### src/qudc_pkg.sv
/*
 * qudc_pkg: register map, field positions, reset values and mode codes
 * for the quadrature up/down position counter.
 * Assumes a 32-bit Avalon-MM slave with word-aligned byte addresses.
 */
package qudc_pkg;
    // register byte offsets
    localparam logic [4:0] QUDC_CTRL_OFS = 5'h00;
    localparam logic [4:0] QUDC_FILT_OFS = 5'h04;
    localparam logic [4:0] QUDC_CNT_OFS = 5'h08;
    localparam logic [4:0] QUDC_MAX_OFS = 5'h0c;
    localparam logic [4:0] QUDC_MIN_OFS = 5'h10;
    localparam logic [4:0] QUDC_STAT_OFS = 5'h14;
    localparam logic [4:0] QUDC_MISM_OFS = 5'h18;

    // control fields
    localparam int QUDC_CTRL_EN = 0;
    localparam int QUDC_CTRL_MODE_LO = 1; // 3-bit mode field [3:1]
    localparam int QUDC_CTRL_ZM_EN = 4; // zero marker clears count
    localparam int QUDC_CTRL_AZ = 5; // auto-zero on boundary
    localparam int QUDC_CTRL_FAULT = 6; // route mismatch to fault output

    // status fields (bits 0-3 write one to clear)
    localparam int QUDC_ST_MAX = 0;
    localparam int QUDC_ST_MIN = 1;
    localparam int QUDC_ST_MISM = 2;
    localparam int QUDC_ST_ZM = 3;
    localparam int QUDC_ST_BTN = 4; // live debounced third input

    localparam logic [31:0] QUDC_CTRL_RST = 32'h0000_0000;
    localparam logic [15:0] QUDC_FILT_RST = 16'h0004;
    localparam logic [31:0] QUDC_MAX_RST = 32'h7fff_ffff;
    localparam logic [31:0] QUDC_MIN_RST = 32'h8000_0000;
    localparam logic [15:0] QUDC_MISM_RST = 16'h0010;
    localparam logic [31:0] QUDC_UNMAPPED = 32'h0000_0000;

    typedef enum logic [2:0] {
        QUDC_M_QUAD, // quadrature decode
        QUDC_M_BIN, // binary code decode
        QUDC_M_DIRLVL, // pin b sets direction, pin a counts
        QUDC_M_DIREDGE, // pin a edges count up, pin b edges down
        QUDC_M_MISM // mismatch monitor on a/b edge pair
    } qudc_mode_t;
endpackage : qudc_pkg

### src/qudc_debounce.sv
/*
 * qudc_debounce: one debounce filter for one counter input.
 * Assumes the input is already synchronous to clk_sys.
 */
`timescale 1ns/100ps
module qudc_debounce (
    input wire logic clk_sys,
    input wire logic reset_n,
    input wire logic raw_in,
    input wire logic [15:0] filt_cycles,
    output logic level_q
);
    logic [15:0] stable_q;
    logic [15:0] stable_d;
    logic differs;

    // a pending level must hold for filt_cycles clocks before it is taken
    assign differs = raw_in != level_q;
    assign stable_d = differs ? stable_q + 16'h0001 : 16'h0000;

    always_ff @(posedge clk_sys) begin
        if (!reset_n) begin
            stable_q <= 16'h0000;
            level_q <= 1'b0;
        end else if (differs && stable_d >= filt_cycles) begin
            stable_q <= 16'h0000;
            level_q <= raw_in; // see [RULE11]
        end else begin
            stable_q <= stable_d;
        end
    end
endmodule : qudc_debounce

### src/qudc_counter.sv
/*
 * qudc_counter: 32-bit up/down position counter with quadrature, binary
 * and direction-controlled modes, zero marker, boundaries and an up/down
 * mismatch monitor, reached over Avalon-MM.
 * Assumes encoder pins already synchronous to clk_sys.
 */
// Summary of operation
// [RULE1] 32-bit count steps up or down
// [RULE2] decode two-bit quadrature or binary code
// [RULE3] direction from level pin or edges
// [RULE4] third input: zero marker or push button
// [RULE5] all three inputs debounced, programmable interval
// [RULE6] count events forwarded to timer
// [RULE7] boundary exceeded: auto-zero or warning interrupt
// [RULE8] monitor pair: one edge up, other down
// [RULE9] mismatch outside range flags processor or fault
// [RULE10] gray steps count, double jumps ignored
// [RULE11] level taken after programmed stable cycles
`timescale 1ns/100ps
module qudc_counter
    import qudc_pkg::*;
(
    input wire logic clk_sys,
    input wire logic reset_n,
    input wire logic [4:0] avs_address,
    input wire logic avs_read,
    input wire logic avs_write,
    input wire logic [31:0] avs_writedata,
    output logic [31:0] avs_readdata,
    output logic avs_waitrequest,
    input wire logic enc_a,
    input wire logic enc_b,
    input wire logic enc_z,
    output logic count_up_evt,
    output logic count_dn_evt,
    output logic count_evt,
    output logic warn_irq,
    output logic mism_fault
);
    logic [31:0] ctrl_q;
    logic [15:0] filt_q;
    logic [31:0] cnt_q;
    logic [31:0] cnt_d;
    logic [31:0] max_q;
    logic [31:0] min_q;
    logic [15:0] mism_q;
    logic [3:0] stat_q;
    logic [3:0] stat_d;
    logic [31:0] diff_q;
    logic [31:0] diff_d;
    logic [31:0] rdata_d;
    logic ack_q;
    logic a_f;
    logic b_f;
    logic z_f;
    logic [1:0] ab_q;
    logic z_q;

    // debounce all three pins with the same programmed interval
    qudc_debounce u_deb_a (.clk_sys(clk_sys), .reset_n(reset_n),
        .raw_in(enc_a), .filt_cycles(filt_q), .level_q(a_f)); // see [RULE5]
    qudc_debounce u_deb_b (.clk_sys(clk_sys), .reset_n(reset_n),
        .raw_in(enc_b), .filt_cycles(filt_q), .level_q(b_f)); // see [RULE5]
    qudc_debounce u_deb_z (.clk_sys(clk_sys), .reset_n(reset_n),
        .raw_in(enc_z), .filt_cycles(filt_q), .level_q(z_f)); // see [RULE5]

    // gray position index of a two-bit code
    function automatic logic [1:0] qudc_gray_pos(input logic [1:0] c);
        qudc_gray_pos = {c[1], c[1] ^ c[0]};
    endfunction : qudc_gray_pos

    // mode and edge decoding
    wire enabled = ctrl_q[QUDC_CTRL_EN];
    wire [2:0] mode_raw = ctrl_q[QUDC_CTRL_MODE_LO +: 3];
    wire [1:0] ab_now = {b_f, a_f};
    wire a_rise = a_f & ~ab_q[0];
    wire b_rise = b_f & ~ab_q[1];
    wire z_rise = z_f & ~z_q;
    wire [1:0] pos_new = qudc_gray_pos(ab_now);
    wire [1:0] pos_old = qudc_gray_pos(ab_q);
    wire [1:0] q_step = pos_new - pos_old;
    wire [1:0] b_step = ab_now - ab_q;

    // one step per gray move; a two-position jump is illegal
    wire quad_up = q_step == 2'h1; // see [RULE10]
    wire quad_dn = q_step == 2'h3; // see [RULE10]
    // binary code: wheel moves one code per detent, wraps at 3
    wire bin_up = b_step == 2'h1; // see [RULE2]
    wire bin_dn = b_step == 2'h3; // see [RULE2]

    logic step_up;
    logic step_dn;
    logic mism_mode;
    // pick step source by mode; illegal mode codes count nothing
    always_comb begin
        step_up = 1'b0;
        step_dn = 1'b0;
        mism_mode = 1'b0;
        case (mode_raw)
            QUDC_M_QUAD: begin
                step_up = quad_up; // see [RULE2]
                step_dn = quad_dn;
            end
            QUDC_M_BIN: begin
                step_up = bin_up;
                step_dn = bin_dn;
            end
            QUDC_M_DIRLVL: begin
                step_up = a_rise & ~b_f; // see [RULE3]
                step_dn = a_rise & b_f;
            end
            QUDC_M_DIREDGE: begin
                step_up = a_rise; // see [RULE3]
                step_dn = b_rise;
            end
            QUDC_M_MISM: begin
                mism_mode = 1'b1; // see [RULE8]
            end
            default: begin
                step_up = 1'b0;
            end
        endcase
    end

    wire go_up = enabled & step_up & ~step_dn;
    wire go_dn = enabled & step_dn & ~step_up;
    // zero marker only acts when selected; otherwise z is a push button
    wire zm_hit = enabled & ctrl_q[QUDC_CTRL_ZM_EN] & z_rise; // see [RULE4]
    wire [31:0] cnt_step = go_up ? cnt_q + 32'h1 :
                           go_dn ? cnt_q - 32'h1 : cnt_q; // see [RULE1]
    wire over_max = go_up && $signed(cnt_step) > $signed(max_q);
    wire under_min = go_dn && $signed(cnt_step) < $signed(min_q);
    wire auto_zero = ctrl_q[QUDC_CTRL_AZ] & (over_max | under_min);

    // mismatch monitor: a edges add, b edges subtract
    wire mon_up = enabled & mism_mode & a_rise & ~b_rise; // see [RULE8]
    wire mon_dn = enabled & mism_mode & b_rise & ~a_rise; // see [RULE8]
    assign diff_d = mon_up ? diff_q + 32'h1 :
                    mon_dn ? diff_q - 32'h1 : diff_q;
    wire [31:0] mism_lim = {16'h0000, mism_q};
    wire mism_hit = $signed(diff_d) > $signed(mism_lim) ||
                    $signed(diff_d) < -$signed(mism_lim); // see [RULE9]

    // register access decode
    wire wr_ack = avs_write & ~ack_q;
    wire wr_ctrl = wr_ack && avs_address == QUDC_CTRL_OFS;
    wire wr_filt = wr_ack && avs_address == QUDC_FILT_OFS;
    wire wr_cnt = wr_ack && avs_address == QUDC_CNT_OFS;
    wire wr_max = wr_ack && avs_address == QUDC_MAX_OFS;
    wire wr_min = wr_ack && avs_address == QUDC_MIN_OFS;
    wire wr_stat = wr_ack && avs_address == QUDC_STAT_OFS;
    wire wr_mism = wr_ack && avs_address == QUDC_MISM_OFS;

    // auto-zero and zero marker win over stepping; software write wins all
    assign cnt_d = wr_cnt ? avs_writedata :
                   (zm_hit | auto_zero) ? 32'h0 : cnt_step; // see [RULE7]

    // sticky flags: a new event beats a same-cycle clear
    assign stat_d = (stat_q & ~({4{wr_stat}} & avs_writedata[3:0]))
                  | {zm_hit, mism_hit & mism_mode & enabled,
                     under_min, over_max}; // see [RULE7]

    // read mux; unmapped words read zero
    always_comb begin
        case (avs_address)
            QUDC_CTRL_OFS: rdata_d = ctrl_q;
            QUDC_FILT_OFS: rdata_d = {16'h0000, filt_q};
            QUDC_CNT_OFS: rdata_d = cnt_q;
            QUDC_MAX_OFS: rdata_d = max_q;
            QUDC_MIN_OFS: rdata_d = min_q;
            QUDC_STAT_OFS: rdata_d = {27'h0, z_f, stat_q};
            QUDC_MISM_OFS: rdata_d = {16'h0000, mism_q};
            default: rdata_d = QUDC_UNMAPPED;
        endcase
    end

    // one wait cycle per access keeps read data registered
    assign avs_waitrequest = (avs_read | avs_write) & ~ack_q;

    always_ff @(posedge clk_sys) begin
        if (!reset_n) begin
            ack_q <= 1'b0;
            avs_readdata <= 32'h0;
        end else begin
            ack_q <= (avs_read | avs_write) & ~ack_q;
            if (avs_read && !ack_q) begin
                avs_readdata <= rdata_d;
            end
        end
    end

    // configuration registers
    always_ff @(posedge clk_sys) begin
        if (!reset_n) begin
            ctrl_q <= QUDC_CTRL_RST;
            filt_q <= QUDC_FILT_RST;
            max_q <= QUDC_MAX_RST;
            min_q <= QUDC_MIN_RST;
            mism_q <= QUDC_MISM_RST;
        end else begin
            if (wr_ctrl) ctrl_q <= {25'h0, avs_writedata[6:0]};
            if (wr_filt) filt_q <= avs_writedata[15:0];
            if (wr_max) max_q <= avs_writedata;
            if (wr_min) min_q <= avs_writedata;
            if (wr_mism) mism_q <= avs_writedata[15:0];
        end
    end

    // count, history and status state
    always_ff @(posedge clk_sys) begin
        if (!reset_n) begin
            cnt_q <= 32'h0;
            diff_q <= 32'h0;
            stat_q <= 4'h0;
            ab_q <= 2'b00;
            z_q <= 1'b0;
        end else begin
            cnt_q <= cnt_d; // see [RULE1]
            diff_q <= wr_cnt ? 32'h0 : diff_d;
            stat_q <= stat_d;
            ab_q <= ab_now;
            z_q <= z_f;
        end
    end

    // event strobes to the timer are registered one-cycle pulses
    always_ff @(posedge clk_sys) begin
        if (!reset_n) begin
            count_up_evt <= 1'b0;
            count_dn_evt <= 1'b0;
            count_evt <= 1'b0;
        end else begin
            count_up_evt <= go_up; // see [RULE6]
            count_dn_evt <= go_dn; // see [RULE6]
            count_evt <= go_up | go_dn; // see [RULE6]
        end
    end

    // flags: warning to processor, mismatch to fault unit if routed there
    assign warn_irq = stat_q[QUDC_ST_MAX] | stat_q[QUDC_ST_MIN]
                    | (stat_q[QUDC_ST_MISM] & ~ctrl_q[QUDC_CTRL_FAULT]);
    assign mism_fault = stat_q[QUDC_ST_MISM]
                      & ctrl_q[QUDC_CTRL_FAULT]; // see [RULE9]
endmodule : qudc_counter

### config.mk
export PLATFORM = sky130hd
export DESIGN_NAME = qudc_counter
export DESIGN_NICKNAME = d
export VERILOG_FILES = /design/src/qudc_pkg.sv /design/src/qudc_debounce.sv /design/src/qudc_counter.sv
export SDC_FILE = /design/constraint.sdc
export NUM_CORES = 1
export LEC_CHECK = 0
export BUFFER_PORTS_ARGS = -buffer_cell sky130_fd_sc_hd__buf_4
export CAP_MARGIN = 20
export CORE_MARGIN = 2
export CORE_UTILIZATION = 58
export CTS_CLUSTER_SIZE = 10
export DETAILED_ROUTE_END_ITERATION = 8
export PLACE_DENSITY = 0.76
export SYNTH_ARGS = -nofsm -noshare
export SYNTH_HDL_FRONTEND = slang
export SYNTH_HIERARCHICAL = 1
export SYNTH_SLANG_ARGS = --single-unit
export TNS_END_PERCENT = 10
### constraint.sdc
create_clock -name clk_sys -period 11.6 [get_ports clk_sys]
set_clock_uncertainty 0.2 [all_clocks]
set_input_delay 1.74 -clock clk_sys [delete_from_list [all_inputs] [get_ports clk_sys]]
set_output_delay 1.74 -clock clk_sys [all_outputs]
set_load 0.01 [all_outputs]
==> implementation parameters, run 1 <==
Parameter                              Value

Setup path
  Data arrival time at the worst-slack endpoint    6.04 ns
  Endpoint kind of the worst setup timing path    flip-flop
  Critical path type    reg2reg
  Critical Path Start Type    flip-flop
  CP Data Required Time    11.85 ns
  CP Max Fanout    32

Floorplan
  Die Width    178 um
  Count of pins on the block boundary    82
  Floorplan die area    31900 um^2
  Initial Utilization    0.593
  Die H    178 um
  Floorplan Core Area    29800 um^2
  FP Rows    63

GRT
  Initial antenna violation count    1
  Total gr overflow    0
  Pin count of the biggest net entering global routing    69
  Total global routing track utilization    0.331
  Global-route wire length before repair    83900 um
  Number of global-route vias before repair    15700

Job
  Max-Cap Viols    0

Final layout
  Storage element area    5230 um^2
  Area of the multi-input gates    11300 um^2
  Commonest non-fill, non-tap cell in the layout    nand2_1
  Relative area change from synthesis to final layout    8.72%
  Leading cell types in the layout, fill and taps excluded    nand2_1 (283), dfxtp_1 (261), ha_1 (171)
  Final cell count without fillers    2567
  Layout cells sized above 1    0.100
  Fill cells    2622
  Nets    2386

Routing
  Vias per inst    6.38
  Pre-Repair DR Iteration Count    7
  Detail Route Antenna Nets    0
  DRC violation count after routing    0
  Post-detailed-routing wire length    53400 um
  Routed vias    16400
  Mean routed wirelength per cell    20.8 um
  DRC marker count from the first detailed-route iteration    1696

Clocking
  Total setup buffers inserted after CTS    0
  Number of H-tree levels    1
  Clock Path Buffers    3
  Total clock buffers created by CTS    31
  Clk pin slew, worst setup/hold paths    0.06 ns
  Total clock sinks    261
  Clock tree from TritonCTS    done
  Clock latency at the later pin of the worst-skew pair    0.57 ns
  Root Buffer    clkbuf_16
  Count of hold buffers inserted by post-cts repair    0
  Post-cts sizing count    0

Placement
  Setup slack after placement    5.90 ns
  Detail Placement HPWL    39100 um
  Number of placed cells counting well taps    2527
  Number of buffer cells added on primary ports    81
  Gp weighted congestion    0.947

Synth
  Combined area of all synthesized cells    17700 um^2
  Netlist cell types    88
  Seq/Total Area, Yosys    0.296
  Top FF cell, synth    dfxtp_1
  Syn avg cell area    8.15 um^2
  Post-synth ARST share    0
  Synthesized instance count    2166
  Yosys warns    6
  Number of flops mapped to enable cells by yosys    0
  Number of synthesized register bits    261
  Post-synthesis net count    2381

Timing
  Headroom to the max-slew limit    0.298
  Final max-slew violation count    0
  Final setup violation count    0
  Fin crit share    0.499
  Final critical-path setup slack    5.81 ns
  Transition at the pin with the smallest max-transition slack    1.05 ns
  Fmax    173 MHz
  Unrepaired setup endpoints after global routing    no
  Min Tclk post-route    5.79 ns
  Final total negative setup slack    0 ns
  Hold Fails Final Rpt    0

Hold path
  Hold/Removal Path Class    reg2reg

Power
  Total power divided by cell area    97.7 nW/um^2
  Worst-case vdd ir drop    0.000113 V
  Leakage Power    7.74 nW

Status
  Outcome    completed
-- kinds of logic (layout without fill, tap and decap cells) --
logic type               after synthesis  count (layout)  synth area share
other                                  0               1                 0
multiplexers                           4               4           0.00248
buffers and inverters                282             292            0.0660
AO/OA/AOI/OAI                        467             467             0.198
flip-flops                           261             261             0.296
AND/OR/NAND/NOR                      866             866             0.257
XOR/XNOR                             115             115            0.0592
adder cells (fa/ha/maj)              171             171             0.121
-- cells in the mapped netlist (all sizes together) (4+ instances only) --
master,number,area (um^2)
xor2,45,409
a222oi,30,300
a32o,33,330
o32ai,6,71.3
nand3b,4,37.5
buf,22,139
o41ai,5,58.8
a21o,15,113
a41oi,8,115
xnor2,70,636
a211oi,4,30.0
o21a,11,82.6
clkbuf,104,440
nand2,283,1060
o21ai,62,310
and2,39,246
and3,33,206
a2111oi,8,108
a21oi,77,385
or2,10,62.6
and4,14,125
nor2,126,473
mux2i,4,43.8
nor3b,5,42.5
nor4b,5,50.0
o2111ai,4,35.0
a31oi,20,125
inv,156,586
a21boi,73,548
nor2b,39,244
or4,8,60.1
ha,171,2140
dfxtp,261,5230
o211ai,41,313
or3,12,75.1
nor4,56,420
nand3,68,360
nand2b,15,109
nand4,53,332
nor3,89,566
a22oi,32,245
a32oi,6,60.1
o22ai,10,62.6
-- path summary, 6_finish.rpt --
path                                 startpoint   endpoint  slack (ns)  cells past startpoint
worst max register to register  u_deb_b/level_q  cnt_q[17]        5.81                     16
worst min-delay path                  min_q[22]  min_q[22]        0.28                      2
worst max-delay path            u_deb_b/level_q  cnt_q[17]        5.81                     16
worst min register to register        min_q[22]  min_q[22]        0.28                      2
-- per-stage QoR --
step / area (um^2) / power [mW] / hold WS, ns / util
floorplan: 17700 / 0.997 / 0.243 / -
global placement: 18400 / 1.04 / 0.267 / 0.616
detailed placement: 18400 / 1.04 / 0.275 / 0.616
CTS: 19200 / 1.88 / 0.283 / 0.644
global route: 19200 / 1.93 / 0.306 / 0.644
finish: 19200 / 1.88 / 0.282 / 0.644
-- area by class of cell --
class / count / area share
multi-input combinational: 1623 / 0.590
clock buffer: 33 / 0.0418
inverter: 156 / 0.0305
clock inverter: 5 / 0.00130
tap: 390 / 0.0254
timing repair buffer: 98 / 0.0390
antenna: 1 / 0.000130
sequential: 261 / 0.272
-- state kept, by name, summed over array words and instances, names as in the netlist, 32 cells and up --
signal	cells
avs_readdata	32
cnt_q	32
diff_q	32
max_q	32
min_q	32
-- power breakdown --
part / switching [mW] / internal [mW] / total [mW]
Sequential: 0.00650 / 0.902 / 0.909
Combinational: 0.0746 / 0.0406 / 0.115
Clock: 0.372 / 0.481 / 0.853
Total: 0.453 / 1.42 / 1.88
-- critical path, stage by stage (launching register included) --
cell and delay (ns):
dfxtp_1 0.49, ha_1 0.37, nand3b_1 0.11, a21boi_0 0.58, a22o_4 0.30, nand3_2 0.19, o41ai_2 0.46, xor2_2 0.25
ha_1 0.29, nand3_1 0.11, nor2_1 0.05, a2111oi_0 0.39, o311ai_0 0.24, nor2b_1 0.18, nor4b_1 0.64, o21ai_4 0.44
a32o_1 0.39
-- layer usage --
layer  global-route usage  share of wire  vias to the layer above
met2                0.561           0.47                      687
met5                    0              0                        -
met3               0.0401          0.066                      141
met4                0.156          0.045                        0
met1                0.417           0.42                     7735
li1                     -              -                     7814
No activity file was read; power rests on OpenSTA's default activity.
==> inputs of run 2 (changes only) <==
--- a/config.mk
+++ b/config.mk
@@ -8,10 +8,10 @@
 export BUFFER_PORTS_ARGS = -buffer_cell sky130_fd_sc_hd__buf_4
 export CAP_MARGIN = 20
 export CORE_MARGIN = 2
-export CORE_UTILIZATION = 58
+export CORE_UTILIZATION = 57
 export CTS_CLUSTER_SIZE = 10
 export DETAILED_ROUTE_END_ITERATION = 8
-export PLACE_DENSITY = 0.76
+export PLACE_DENSITY = 0.78
 export SYNTH_ARGS = -nofsm -noshare
 export SYNTH_HDL_FRONTEND = slang
 export SYNTH_HIERARCHICAL = 1
==> constraint.sdc (replaced) <==
create_clock -name clk_sys -period 4.74 [get_ports clk_sys]
set_clock_uncertainty 0.2 [all_clocks]
set_input_delay 0.711 -clock clk_sys [delete_from_list [all_inputs] [get_ports clk_sys]]
set_output_delay 0.711 -clock clk_sys [all_outputs]
set_load 0.01 [all_outputs]
==> run 2 against run 1 <==
  * First-iteration DRC count is 15% higher
  * Sequential cell count is the same
  * Non-clock buffer count rose by 129
  * Hold slack worse by 0.11 ns
  * Count of clock-buffer cells in the layout up 9
  * Global-route usage fell by 0.59 points
  * Power increased by 150%
  * Routed wire length is 4.0% higher
  * Sequential power is 140% higher
  * Critical path depth up 4
  * Final cell count rose by 5.5%
  * Via count increased by 5.3%
  * Critical path type unchanged
  * Largest power group unchanged
==> implementation parameters, run 2 (synthesis results as in run 1) <==
Parameter                              Value

Power
  Switching Fraction    0.238
  Total power divided by cell area    226 nW/um^2
  Worst-case vdd ir drop    0.000275 V
  Fraction of power consumed by the clock network    0.459
  Comb power frac    0.067
  Fraction of power consumed by sequential logic    0.474
  Sw Pwr    1.12 mW
  Internal power    3.57 mW
  Leakage Power    8.60 nW

Routing
  Detail Route Antenna Nets    0
  Vias per inst    6.37
  Post-detailed-routing wire length    55500 um
  DRC marker count from the first detailed-route iteration    1950
  Pre-Repair DR Iteration Count    8
  Mean routed wirelength per cell    20.5 um
  Routed vias    17200
  DRC violation count after routing    0

Timing
  Fin crit share    0.992
  Transition at the pin with the smallest max-transition slack    1.00 ns
  Worst hold margin    0.172 ns
  Final critical-path setup slack    0.0362 ns
  Final max-slew violation count    0
  Hold Fails Final Rpt    0
  Min Tclk post-route    4.70 ns
  Final setup violation count    0
  Fmax    213 MHz
  Final total negative setup slack    0 ns
  Unrepaired setup endpoints after global routing    yes
  Headroom to the max-slew limit    0.332

Setup path
  Critical Path Start Type    flip-flop
  FF-to-FF setup slack    0.04 ns
  Critical path type    reg2reg
  CP Max Fanout    6
  CP Data Required Time    5.00 ns
  Data arrival time at the worst-slack endpoint    4.96 ns
  Endpoint kind of the worst setup timing path    flip-flop

Clocking
  Clock tree from TritonCTS    done
  Number of H-tree levels    1
  Total clock buffers created by CTS    31
  Root Buffer    clkbuf_16
  Total clock sinks    261
  Clock Path Buffers    3
  Clock latency at the later pin of the worst-skew pair    0.57 ns
  Clk pin slew, worst setup/hold paths    0.06 ns

Placement
  Number of buffer cells added on primary ports    81
  Detail Placement HPWL    40200 um
  Gp weighted congestion    0.968
  Setup slack after placement    -0.267 ns
  Number of placed cells counting well taps    2638

Job
  Max-Cap Viols    0

Final layout
  Area of the multi-input gates    11800 um^2
  Diodes inserted    0
  Layout cells sized above 1    0.178
  Leading cell types in the layout, fill and taps excluded    nand2_1 (282), dfxtp_1 (259), buf_4 (219)
  Storage element area    5230 um^2
  Commonest non-fill, non-tap cell in the layout    nand2_1
  Nets    2515
  Fill cells    2466
  Final cell count without fillers    2707
  Relative area change from synthesis to final layout    17.6%

GRT
  Global-route wire length before repair    87000 um
  Total gr overflow    0
  Total global routing track utilization    0.325
  Global-route track usage on met2    0.546
  Met3 layer usage reported by global route    0.0449
  Fraction of met1 tracks used by global routing    0.417
  Number of global-route vias before repair    16600
  Initial antenna violation count    0
  Pin count of the biggest net entering global routing    65
  GRT busiest layer    met2

Floorplan
  Die H    180 um
  FP Rows    64
  Initial Utilization    0.577
  Count of pins on the block boundary    82
  Floorplan Core Area    30600 um^2
  Die Width    180 um
  Floorplan die area    32400 um^2

Hold path
  Hold/Removal Path Class    in2reg

Status
  Outcome    completed
==> run 2: metrics by stage <==
step	util	instance area, um^2	total power [mW]
final	0.679	20800	4.68
after global routing	0.679	20800	4.82
after CTS	0.656	20100	4.68
after detailed placement	0.626	19100	2.56
after global placement	0.626	19100	2.55
after floorplan	-	17700	2.44
==> run 2: final timing paths <==
| check | from | to | cells past startpoint |
|---|---|---|---|
| max | ab_q[0] | cnt_q[2] | 20 |
| min | avs_writedata[29] | cnt_q[29] | 2 |
| max reg2reg | ab_q[0] | cnt_q[2] | 20 |
| min reg2reg | min_q[24] | min_q[24] | 2 |
==> run 2: layer usage <==
metal | part of all wire | vias to the layer above
li1 | - | 8088
met1 | 0.41 | 8188
met2 | 0.47 | 799
met3 | 0.076 | 173
met4 | 0.045 | 0
met5 | 0 | -
==> run 2: cell type report <==
| cell class | count | share of cell area |
|---|---|---|
| well taps | 396 | 0.0239 |
| flip-flops and latches | 261 | 0.252 |
| clock buffers | 42 | 0.0418 |
| multi-input cells | 1623 | 0.569 |
| clock inverters | 2 | 0.000663 |
| repair buffers | 227 | 0.0843 |
| inverters | 156 | 0.0282 |
==> run 2: power groups by stage <==
stage | Combinational (mW) | Clock, mW | Sequential (mW)
2_1_floorplan | 0.175 | 0 | 2.26
3_3_place_gp | 0.287 | 0 | 2.27
3_5_place_dp | 0.292 | 0 | 2.27
4_1_cts | 0.294 | 2.17 | 2.22
5_1_grt | 0.335 | 2.27 | 2.22
6_report | 0.315 | 2.15 | 2.22
==> run 2: critical path: stages (launching register included) <==
cell,delay (ns)
dfxtp_4,0.36
xor2_1,0.15
ha_1,0.34
nor2_4,0.15
a21o_1,0.18
o21a_4,0.19
o2111a_2,0.27
and4_4,0.25
nor2_1,0.06
xnor2_1,0.27
ha_1,0.31
a21oi_1,0.19
o21bai_1,0.09
o21bai_2,0.24
o311ai_4,0.15
nor2b_1,0.16
nor4b_2,0.37
o21ai_2,0.12
buf_6,0.15
buf_6,0.14
a32o_1,0.25
==> run 2: timing repair <==
item | CTS | global route
setup endpoints to repair | 32 | 34
gates resized for setup | 12 | 99
pin swaps | 4 | 53
hold buffers | 0 | 0
gates cloned | 0 | 1
buffers inserted | 1 | 23
